## src/iafc_pkg.sv

```systemverilog
package iafc_pkg;

   // register index on the special function register port
   localparam int unsigned ADDR_W         = 4;
   localparam logic [3:0]  OFS_ADDR_LOW   = 4'h0;
   localparam logic [3:0]  OFS_ADDR_HIGH  = 4'h1;
   localparam logic [3:0]  OFS_PORT0_LOW  = 4'h2;
   localparam logic [3:0]  OFS_PORT0_HIGH = 4'h3;
   localparam logic [3:0]  OFS_PORT1_LOW  = 4'h4;
   localparam logic [3:0]  OFS_PORT1_HIGH = 4'h5;
   localparam logic [3:0]  OFS_PORT2_LOW  = 4'h6;
   localparam logic [3:0]  OFS_PORT2_HIGH = 4'h7;
   localparam logic [3:0]  OFS_PORT3_LOW  = 4'h8;
   localparam logic [3:0]  OFS_PORT3_HIGH = 4'h9;
   localparam logic [3:0]  OFS_OP_CTRL    = 4'hA;
   localparam logic [3:0]  OFS_RESET_KEY  = 4'hB;
   localparam logic [3:0]  OFS_TIMING     = 4'hC;

   // operation control field layout
   localparam int unsigned BIT_UNLOCKED   = 7;
   localparam int unsigned BIT_MODE_LSB   = 4;
   localparam int unsigned BIT_TRIGGER    = 3;
   localparam int unsigned BIT_PROG       = 2;
   localparam int unsigned BIT_PERMIT     = 1;
   localparam int unsigned BIT_READ       = 0;
   // timing and buffer control field layout
   localparam int unsigned BIT_DUR_SEL    = 1;
   localparam int unsigned BIT_BUF_CLEAR  = 0;

   localparam logic [7:0]  REG_RESET      = 8'h00;
   localparam logic [14:0] ADDR_RESET     = 15'h0000;

   localparam logic [2:0]  MODE_WRITE     = 3'h0;
   localparam logic [2:0]  MODE_ERASE     = 3'h1;
   localparam logic [2:0]  MODE_READ      = 3'h3;
   localparam logic [2:0]  MODE_UNLOCK    = 3'h6;

   localparam logic [7:0]  KEY_P1_LOW     = 8'h00;
   localparam logic [7:0]  KEY_P2_LOW     = 8'h0D;
   localparam logic [7:0]  KEY_P3_LOW     = 8'hC3;
   localparam logic [7:0]  KEY_P1_HIGH    = 8'h04;
   localparam logic [7:0]  KEY_P2_HIGH    = 8'h09;
   localparam logic [7:0]  KEY_P3_HIGH    = 8'h40;
   localparam logic [7:0]  CHIP_RESET_KEY = 8'h55;

   localparam int unsigned PAGE_LSB       = 6;
   localparam logic [5:0]  PAGE_LAST      = 6'h3F;

   // timing, in nanoseconds as printed, and the clock
   localparam int unsigned CLK_PERIOD_NS  = 20;
   localparam int unsigned ERASE0_NS      = 3200000;
   localparam int unsigned WRITE0_NS      = 2200000;
   localparam int unsigned ERASE1_NS      = 3700000;
   localparam int unsigned WRITE1_NS      = 3000000;
   localparam int unsigned UNLOCK_NS      = 20000;
   localparam int unsigned UNLOCK_CYC     = UNLOCK_NS / CLK_PERIOD_NS;
   localparam int unsigned CNT_W          = 18;

   typedef enum logic [1:0] {ST_IDLE, ST_UNLOCK, ST_PROG, ST_READ} iafc_state_e;

endpackage : iafc_pkg

```

## src/iafc_ctrl.sv

```systemverilog
// Functional notes
// RULE1: unlocked flag set only by hardware; software write one ignored, zero locks.
// RULE2: mode 000 write, 001 erase, 011 read, 110 unlock; others reserved.
// RULE3: erase and write refused while unlocked flag is clear.
// RULE4: unlock trigger starts procedure timer, self-clears when timer expires.
// RULE5: software writes key into ports 1 to 3 before timer expiry.
// RULE6: program start launches erase or write, self-clears at finish (busy).
// RULE7: reads require read permit high; blocked while it is zero.
// RULE8: read start launches flash read, self-clears when read completes.
// RULE9: software never sets program start, permit and read start together.
// RULE10: processor stalled during read, write or erase, released afterwards.
// RULE11: writing 55H to chip reset key resets the whole chip.
// RULE12: duration select: erase 3.2ms/write 2.2ms, or 3.7ms/3.0ms.
// RULE13: buffer clear bit empties write buffer, self-clears when done.
// RULE14: port0 high writes tag erase addresses and advance the address.
// RULE15: address stops at page boundary, low six bits 111111b.
// RULE16: software blank-checks erased words for 0000h, erases again on mismatch.
// RULE17: on write mismatch software clears buffer and rewrites the page.
// RULE18: software clears unlocked flag when finished to relock flash.
// RULE19: port3 low and high bytes are read/write, reset to zero.
// RULE20: software ensures the sub clock is stable before erase or write.
// RULE21: software waits for completion before starting another operation.
// RULE22: upper six bits of timing control read as zero.
// RULE23: unlock key 00,0D,C3 low and 04,09,40 high bytes, exact only.
// RULE24: port0 high write loads 16-bit word into buffer, then increments address.
// RULE25: write buffer holds 64 words of the page named by address 14:6.
// RULE26: write buffer cleared automatically when a write finishes.
// RULE27: wrong key at timer expiry leaves unlocked flag at zero.
// RULE28: busy bits held for the selected duration counted in clock cycles.
`timescale 1ns/1ps
module iafc_ctrl
   import iafc_pkg::*;
#(
   parameter int unsigned CLK_PERIOD_NS_P = CLK_PERIOD_NS,
   parameter int unsigned ERASE0_CYC      = ERASE0_NS / CLK_PERIOD_NS_P,
   parameter int unsigned WRITE0_CYC      = WRITE0_NS / CLK_PERIOD_NS_P,
   parameter int unsigned ERASE1_CYC      = ERASE1_NS / CLK_PERIOD_NS_P,
   parameter int unsigned WRITE1_CYC      = WRITE1_NS / CLK_PERIOD_NS_P
)
(
   // clock and reset
   input  wire logic              clk_i,
   input  wire logic              rstn_i,
   // special function register port
   input  wire logic [ADDR_W-1:0] sfr_addr_i,
   input  wire logic              sfr_wr_i,
   input  wire logic              sfr_rd_i,
   input  wire logic [7:0]        sfr_wdata_i,
   output logic      [7:0]        sfr_rdata_o,
   // system
   output logic                   cpu_stall_o,
   output logic                   chip_reset_o,
   // flash array side
   output logic                   fl_erase_o,
   output logic                   fl_write_o,
   output logic                   fl_read_o,
   output logic      [14:0]       fl_addr_o,
   output logic      [63:0]       fl_slot_mark_o,
   input  wire logic [5:0]        fl_buf_idx_i,
   output logic      [15:0]       fl_buf_data_o,
   input  wire logic              fl_read_done_i,
   input  wire logic [15:0]       fl_read_data_i
);

   function automatic logic hit(input logic [ADDR_W-1:0] a, input logic [ADDR_W-1:0] ofs, input logic en);
      hit = en && (a == ofs);
   endfunction : hit

   iafc_state_e       state_reg;
   logic [CNT_W-1:0]  cnt_reg;
   logic              unlocked_reg;
   logic              unlocked_next;
   logic [2:0]        mode_reg;
   logic              permit_reg;
   logic              dur_sel_reg;
   logic              clear_reg;
   logic [7:0]        reset_key_reg;
   logic [14:0]       addr_reg;
   logic [14:0]       addr_next;
   logic [7:0]        dlo_reg [0:3];
   logic [7:0]        dhi_reg [0:3];
   logic [15:0]       wbuf_mem [0:63];
   logic [63:0]       mark_reg;
   logic [7:0]        rdata_reg;
   logic              chip_reset_reg;
   logic [15:0]       buf_out_reg;
   logic [7:0]        rd_mux;

   // register write decode
   wire               wr_op      = hit(sfr_addr_i, OFS_OP_CTRL, sfr_wr_i);
   wire               wr_key     = hit(sfr_addr_i, OFS_RESET_KEY, sfr_wr_i);
   wire               wr_timing  = hit(sfr_addr_i, OFS_TIMING, sfr_wr_i);
   wire               wr_alo     = hit(sfr_addr_i, OFS_ADDR_LOW, sfr_wr_i);
   wire               wr_ahi     = hit(sfr_addr_i, OFS_ADDR_HIGH, sfr_wr_i);
   wire               wr_word    = hit(sfr_addr_i, OFS_PORT0_HIGH, sfr_wr_i);
   wire [2:0]         wmode      = sfr_wdata_i[BIT_MODE_LSB +: 3];
   wire               idle       = (state_reg == ST_IDLE);

   // erase/write only once unlocked and in a program mode
   wire               prog_mode  = (wmode == MODE_WRITE) || (wmode == MODE_ERASE); // RULE2
   wire               start_prog = wr_op && sfr_wdata_i[BIT_PROG] && idle && unlocked_reg && prog_mode; // RULE3
   // program start takes priority if software breaks the single-write restriction
   wire               start_read = wr_op && sfr_wdata_i[BIT_READ] && permit_reg && (wmode == MODE_READ)
                                   && idle && !start_prog; // RULE7
   wire               start_unl  = wr_op && sfr_wdata_i[BIT_TRIGGER] && idle && (wmode == MODE_UNLOCK)
                                   && !start_prog && !start_read;
   wire               cnt_zero   = (cnt_reg == '0);

   wire               key_ok     = (dlo_reg[1] == KEY_P1_LOW) && (dlo_reg[2] == KEY_P2_LOW)
                                   && (dlo_reg[3] == KEY_P3_LOW) && (dhi_reg[1] == KEY_P1_HIGH)
                                   && (dhi_reg[2] == KEY_P2_HIGH) && (dhi_reg[3] == KEY_P3_HIGH); // RULE23
   wire               unlock_ok  = (state_reg == ST_UNLOCK) && cnt_zero && key_ok; // RULE27
   wire               prog_done  = (state_reg == ST_PROG) && cnt_zero;
   wire               read_done  = (state_reg == ST_READ) && fl_read_done_i;

   // duration chosen when the operation is launched
   wire [CNT_W-1:0]   erase_cyc  = dur_sel_reg ? CNT_W'(ERASE1_CYC - 1) : CNT_W'(ERASE0_CYC - 1); // RULE12
   wire [CNT_W-1:0]   write_cyc  = dur_sel_reg ? CNT_W'(WRITE1_CYC - 1) : CNT_W'(WRITE0_CYC - 1); // RULE12
   wire [CNT_W-1:0]   prog_cyc   = (wmode == MODE_ERASE) ? erase_cyc : write_cyc;

   // software may only clear; hardware set wins over a same-cycle clear
   always_comb
   begin
      unlocked_next = unlocked_reg;
      if (wr_op)
      begin
         unlocked_next = unlocked_reg & sfr_wdata_i[BIT_UNLOCKED]; // RULE1
      end
      if (unlock_ok)
      begin
         unlocked_next = 1'b1; // RULE1
      end
   end

   // page-bounded auto increment
   always_comb
   begin
      addr_next = addr_reg;
      if (wr_alo)
      begin
         addr_next = {addr_reg[14:8], sfr_wdata_i};
      end
      else if (wr_ahi)
      begin
         addr_next = {sfr_wdata_i[6:0], addr_reg[7:0]};
      end
      else if (wr_word && (addr_reg[PAGE_LSB-1:0] != PAGE_LAST))
      begin
         addr_next = addr_reg + 15'h0001; // RULE15
      end
   end

   always_ff @(posedge clk_i or negedge rstn_i)
   begin
      if (!rstn_i)
      begin
         state_reg <= ST_IDLE;
         cnt_reg   <= '0;
      end
      else
      begin
         unique case (state_reg)
            ST_IDLE:
            begin
               if (start_prog)
               begin
                  state_reg <= ST_PROG; // RULE6
                  cnt_reg   <= prog_cyc; // RULE28
               end
               else if (start_read)
               begin
                  state_reg <= ST_READ; // RULE8
               end
               else if (start_unl)
               begin
                  state_reg <= ST_UNLOCK; // RULE4
                  cnt_reg   <= CNT_W'(UNLOCK_CYC - 1);
               end
            end
            ST_UNLOCK, ST_PROG:
            begin
               if (cnt_zero)
               begin
                  state_reg <= ST_IDLE; // RULE4
               end
               else
               begin
                  cnt_reg <= cnt_reg - 1'b1; // RULE28
               end
            end
            ST_READ:
            begin
               if (fl_read_done_i)
               begin
                  state_reg <= ST_IDLE; // RULE8
               end
            end
         endcase
      end
   end

   always_ff @(posedge clk_i or negedge rstn_i)
   begin
      if (!rstn_i)
      begin
         unlocked_reg <= 1'b0;
         mode_reg     <= 3'h0;
         permit_reg   <= 1'b0;
         dur_sel_reg  <= 1'b0;
         clear_reg    <= 1'b0;
         reset_key_reg <= REG_RESET;
         addr_reg     <= ADDR_RESET;
      end
      else
      begin
         unlocked_reg <= unlocked_next;
         addr_reg     <= addr_next;
         if (wr_op)
         begin
            mode_reg   <= wmode;
            permit_reg <= sfr_wdata_i[BIT_PERMIT];
         end
         if (wr_key)
         begin
            reset_key_reg <= sfr_wdata_i;
         end
         if (wr_timing)
         begin
            dur_sel_reg <= sfr_wdata_i[BIT_DUR_SEL];
         end
         // clearing takes the one cycle the flag is seen high
         clear_reg <= wr_timing && sfr_wdata_i[BIT_BUF_CLEAR]; // RULE13
      end
   end

   // data port bytes; port0 also receives read results
   always_ff @(posedge clk_i or negedge rstn_i)
   begin
      if (!rstn_i)
      begin
         for (int i = 0; i < 4; i++)
         begin
            dlo_reg[i] <= REG_RESET; // RULE19
            dhi_reg[i] <= REG_RESET; // RULE19
         end
      end
      else if (read_done)
      begin
         dlo_reg[0] <= fl_read_data_i[7:0];
         dhi_reg[0] <= fl_read_data_i[15:8];
      end
      else if (sfr_wr_i && (sfr_addr_i >= OFS_PORT0_LOW) && (sfr_addr_i <= OFS_PORT3_HIGH))
      begin
         if (sfr_addr_i[0])
         begin
            dhi_reg[sfr_addr_i[2:1] - 2'h1] <= sfr_wdata_i;
         end
         else
         begin
            dlo_reg[sfr_addr_i[2:1] - 2'h1] <= sfr_wdata_i;
         end
      end
   end

   // buffer contents need no reset; the mark vector says which slots hold data
   always_ff @(posedge clk_i)
   begin
      if (wr_word)
      begin
         wbuf_mem[addr_reg[PAGE_LSB-1:0]] <= {sfr_wdata_i, dlo_reg[0]}; // RULE24
      end
      buf_out_reg <= mark_reg[fl_buf_idx_i] ? wbuf_mem[fl_buf_idx_i] : 16'h0000; // RULE25
   end

   always_ff @(posedge clk_i or negedge rstn_i)
   begin
      if (!rstn_i)
      begin
         mark_reg <= 64'h0000000000000000;
      end
      else if (clear_reg || prog_done)
      begin
         mark_reg <= 64'h0000000000000000; // RULE26
      end
      else if (wr_word)
      begin
         mark_reg[addr_reg[PAGE_LSB-1:0]] <= 1'b1; // RULE14
      end
   end

   // register read mux, reserved bits zero
   always_comb
   begin
      unique case (sfr_addr_i)
         OFS_ADDR_LOW:   rd_mux = addr_reg[7:0];
         OFS_ADDR_HIGH:  rd_mux = {1'b0, addr_reg[14:8]};
         OFS_PORT0_LOW:  rd_mux = dlo_reg[0];
         OFS_PORT0_HIGH: rd_mux = dhi_reg[0];
         OFS_PORT1_LOW:  rd_mux = dlo_reg[1];
         OFS_PORT1_HIGH: rd_mux = dhi_reg[1];
         OFS_PORT2_LOW:  rd_mux = dlo_reg[2];
         OFS_PORT2_HIGH: rd_mux = dhi_reg[2];
         OFS_PORT3_LOW:  rd_mux = dlo_reg[3];
         OFS_PORT3_HIGH: rd_mux = dhi_reg[3];
         OFS_OP_CTRL:    rd_mux = {unlocked_reg, mode_reg, state_reg == ST_UNLOCK,
                                   state_reg == ST_PROG, permit_reg, state_reg == ST_READ}; // RULE6
         OFS_RESET_KEY:  rd_mux = reset_key_reg;
         OFS_TIMING:     rd_mux = {6'h00, dur_sel_reg, clear_reg}; // RULE22
         default:        rd_mux = 8'h00;
      endcase
   end

   always_ff @(posedge clk_i or negedge rstn_i)
   begin
      if (!rstn_i)
      begin
         rdata_reg      <= REG_RESET;
         chip_reset_reg <= 1'b0;
      end
      else
      begin
         if (sfr_rd_i)
         begin
            rdata_reg <= rd_mux;
         end
         chip_reset_reg <= wr_key && (sfr_wdata_i == CHIP_RESET_KEY); // RULE11
      end
   end

   assign sfr_rdata_o    = rdata_reg;
   assign chip_reset_o   = chip_reset_reg;
   assign cpu_stall_o    = (state_reg == ST_PROG) || (state_reg == ST_READ); // RULE10
   assign fl_erase_o     = (state_reg == ST_PROG) && (mode_reg == MODE_ERASE); // RULE6
   assign fl_write_o     = (state_reg == ST_PROG) && (mode_reg == MODE_WRITE); // RULE6
   assign fl_read_o      = (state_reg == ST_READ) && permit_reg; // RULE7
   assign fl_addr_o      = addr_reg;
   assign fl_slot_mark_o = mark_reg;
   assign fl_buf_data_o  = buf_out_reg;

endmodule : iafc_ctrl

```

## config.mk

```make
export PLATFORM = sky130hd
export DESIGN_NAME = iafc_ctrl
export DESIGN_NICKNAME = d
export VERILOG_FILES = /design/src/iafc_pkg.sv /design/src/iafc_ctrl.sv
export SDC_FILE = /design/constraint.sdc
export NUM_CORES = 1
export LEC_CHECK = 0
export ABC_AREA = 0
export BUFFER_PORTS_ARGS = -buffer_cell sky130_fd_sc_hd__buf_2
export CAP_MARGIN = 15
export CORE_MARGIN = 1.5
export CORE_UTILIZATION = 52
export CTS_CLUSTER_DIAMETER = 30
export DETAILED_ROUTE_END_ITERATION = 7
export PLACE_DENSITY = 0.77
export SYNTH_ARGS = -nofsm -noshare
export SYNTH_HDL_FRONTEND = slang
export SYNTH_SLANG_ARGS = --single-unit
```

## constraint.sdc

```tcl
create_clock -name clk_i -period 3.34 [get_ports clk_i]
set_clock_uncertainty 0.05 [all_clocks]
set_input_delay 0 -clock clk_i [delete_from_list [all_inputs] [get_ports clk_i]]
set_output_delay 0 -clock clk_i [all_outputs]
set_load 0.01 [all_outputs]
```

==> reports/metrics.cfg <==
[status]
status=complete, no violations

[cells_and_area]
largest_reg_flops=1024
syn2layout_area_growth_pct=21.9
post-route-util_pct=64.3
regArea_um2=35800
fillers=5777
multi_input_area_um2=12200
drive_above_1_share_pct=32.3
final_area_um2=59200
final_nets=3054

[place]
hpwl_um=78900
place_congestion=0.880
io_buffers=146
place_area_um2=51800

[clock_tree]
cts_resized=0
clock_path_buffers=3
clock-sinks=1227
clk-insertion-delay-late_ps=780
clk_pin_slew_ps=50
root_buffer=clkbuf_16
cts_buffers=191
cts_tree=done
htreeDepth=4

[drt]
drt_iter0_drc=4037
wl_per_cell_um=31.8
wirelength_um=140000
first_pass_iters=6
vias_per_cell=6.58
drt.antenna.violating_nets=0
dr_total_vias=29047
drc=0

[min_path]
min_path_cells=6
holdPathEnd=fl_buf_data_o[9]
worstHoldPathType=in2reg
min-delay-start=fl_buf_idx_i[2]

[logic_synthesis]
synthFlopType=edfxtp_1
syn_inst=2576
synth.distinct_cells=69
synth_top_area_share_pct=63.3
syn-num-nets=2626
synth_edf_count=1024
syn_area_um2=48600
synth-seq-cells=1227
ys_async_sr_fraction_pct=15.2
syn_avg_cell_area_um2=18.9
ys_seq_area_share_pct=73.6
synth_area_leaders=edfxtp_1 63%, mux4_2 13%, dfrtp_1 9.6%
yosys.area.top_type=edfxtp_1
yosysWarnings=0

[worst_setup_path]
r2r_start=cnt_reg[0]
critPathCaptureType=flop
worst-setup-path-type=reg2reg
required_ps=3950
worst_r2r_path_depth=10
arrival_ps=3720
r2r_slack_ps=230
cp_max_fo=7
r2r_end=state_reg[1]
start_kind=flop

[power_and_ir_drop]
ir_drop_mv=0.632
p_comb_share_pct=9.7
p_clk_share_pct=46.8
p_per_area_nw_per_um2=726
p_seq_share_pct=43.5
swShare_pct=26.1
p_int_mw=31.8
p_sw_mw=11.2
p_leak_nw=20.6

[sta]
tightest_slew_ps=1210
setup_viol=0
maxSlewViolCount=0
rsz0062_at_grt=no
layout_min_cycle_time_ps=3110
finalHoldViolCount=0
tns_ps=0
fmax_mhz=321
fin_crit_sh_pct=93.2
slew_headroom_pct=19.5

[global_routing]
grt_antenna_before_repair=13
grt_pass1_wl_um=203000
grt_usage_pct=29.8
grt_max_degree=102
first_global_vias=29610
overflow=0

[die]
dieHeight_um=309
std_cell_rows=111
ios=147
core_area_um2=92100
dieWidth_um=309
fp.dieArea_um2=95300
start_util_pct=52.8

[run]
drv_cap=0

==> metrics by stage <==
step	setup slack, ps	instances	hold WS [ps]	total power, mW
after global placement	548	3969	93.3	22.6
after CTS	115	4413	15.6	43.0
after detailed placement	526	3969	102	22.8
final	229	4417	32.2	43.0
after floorplan	279	2576	-346	20.8
after global routing	50.2	4416	60.5	44.0
==> cells in the final DEF, fill, tap and decap left out, types with 7 or more instances in the layout <==
| master | count |
|---|---|
| nor4_1 | 29 |
| nor3_1 | 22 |
| o21a_1 | 66 |
| clkbuf_16 | 193 |
| clkinv_2 | 16 |
| a22oi_1 | 137 |
| edfxtp_1 | 1024 |
| inv_6 | 28 |
| nand3_1 | 23 |
| nand4_1 | 12 |
| nor2_2 | 16 |
| clkinvlp_4 | 28 |
| nand2_1 | 70 |
| buf_4 | 139 |
| mux2_2 | 73 |
| nor4b_1 | 9 |
| clkinv_1 | 11 |
| nor2_1 | 114 |
| dlygate4sd3_1 | 83 |
| o21ai_0 | 38 |
| bufinv_16 | 18 |
| a221o_1 | 10 |
| buf_2 | 143 |
| nor2b_1 | 8 |
| dfrtp_2 | 8 |
| clkbuf_1 | 21 |
| inv_1 | 22 |
| mux4_2 | 272 |
| dfrtp_1 | 179 |
| ha_1 | 11 |
| clkinv_4 | 21 |
| and3_1 | 14 |
| clkinv_8 | 8 |
| mux2i_1 | 31 |
| nand2b_1 | 7 |
| buf_12 | 19 |
| dfxtp_1 | 16 |
| a21oi_1 | 89 |
| o22ai_1 | 16 |
| nand3b_1 | 8 |
==> Yosys cell counts (4+ instances only) <==
| library cell | number |
|---|---|
| dfxtp_1 | 16 |
| nor4bb_1 | 4 |
| nor3_1 | 22 |
| and3_1 | 14 |
| mux4_2 | 272 |
| nor4b_1 | 9 |
| or3_1 | 4 |
| o22a_1 | 4 |
| a31oi_1 | 5 |
| o21a_1 | 66 |
| nor2_1 | 131 |
| nor2b_1 | 10 |
| buf_2 | 44 |
| ha_1 | 11 |
| a22o_1 | 4 |
| inv_1 | 22 |
| mux2_2 | 73 |
| a221o_1 | 10 |
| o211ai_1 | 5 |
| and2_1 | 7 |
| nor4_1 | 30 |
| clkbuf_1 | 87 |
| or2_2 | 5 |
| buf_1 | 19 |
| dfrtp_1 | 187 |
| a21oi_1 | 90 |
| o21ai_0 | 38 |
| nand2_1 | 70 |
| nand2b_1 | 7 |
| nand4_1 | 12 |
| nand3b_1 | 8 |
| mux2i_1 | 31 |
| o22ai_1 | 16 |
| edfxtp_1 | 1024 |
| a22oi_1 | 137 |
| nand3_1 | 23 |
==> worst max-delay path by stage <==
stage	start	endpoint	slack (ps)	cells past startpoint
4_1_cts	cnt_reg[0]	state_reg[1]	120	9
3_5_place_dp	cnt_reg[0]	cnt_reg[4]	530	8
3_3_place_gp	cnt_reg[0]	cnt_reg[4]	550	8
5_1_grt	cnt_reg[0]	state_reg[1]	50	10
2_1_floorplan	sfr_wr_i	wbuf_mem[31][0]	280	5
6_report	cnt_reg[0]	state_reg[1]	230	10
==> critical path, cell delays in order (launching register included) <==
cell           delay, ps
dfrtp_1              410
inv_1                110
ha_1                 180
nor3b_1              380
nand4_1              140
buf_4                190
or3_1                430
inv_1                150
o221ai_1             200
mux2i_1              170
dlygate4sd3_1        580
==> metal layers <==
metal / vias to the layer above / track usage, % / part of all wire, %
li1: 11495 / - / -
met5: - / 0 / 0.069
met1: 14877 / 37.6 / 34
met4: 16 / 15.2 / 5.1
met3: 403 / 9.33 / 13
met2: 2256 / 47.0 / 48
==> power by group through the flow <==
stage | Combinational [mW] | Sequential, mW | Clock [mW]
final | 4.17 | 18.7 | 20.1
after global routing | 4.37 | 18.7 | 20.9
after CTS | 4.07 | 18.7 | 20.2
after detailed placement | 3.83 | 19.0 | 0
after global placement | 3.67 | 18.9 | 0
after floorplan | 1.77 | 19.1 | 0
==> logic make-up after synthesis <==
kind of cell	count (synthesis)	synth area share, %
adders and majority gates	11	0.283
xor gates and xnor gates	4	0.0721
muxes	376	14.9
buffers and inverters	175	1.49
AOI/OAI and AO/OA	409	5.74
and+or+nand+nor	374	3.88
DFF	1227	73.6
==> final cells by class <==
type / count / area share [%]
Clock inverter: 142 / 2.78
Tap cell: 1243 / 2.63
Clock buffer: 219 / 8.40
Timing Repair Buffer: 387 / 5.09
Antenna cell: 2 / 0.00845
Inverter: 23 / 0.146
Multi-Input combinational cell: 1174 / 20.6
Sequential cell: 1227 / 60.4
==> repair_timing <==
| item | 4_1_cts | 5_1_grt |
|---|---|---|
| setup endpoints to repair | 0 | 1 |
| buffers inserted | 0 | 2 |
| hold buffers | 83 | 0 |
| endpoints found under the hold margin | 515 | 0 |
Power figures use the tool's default switching activity.
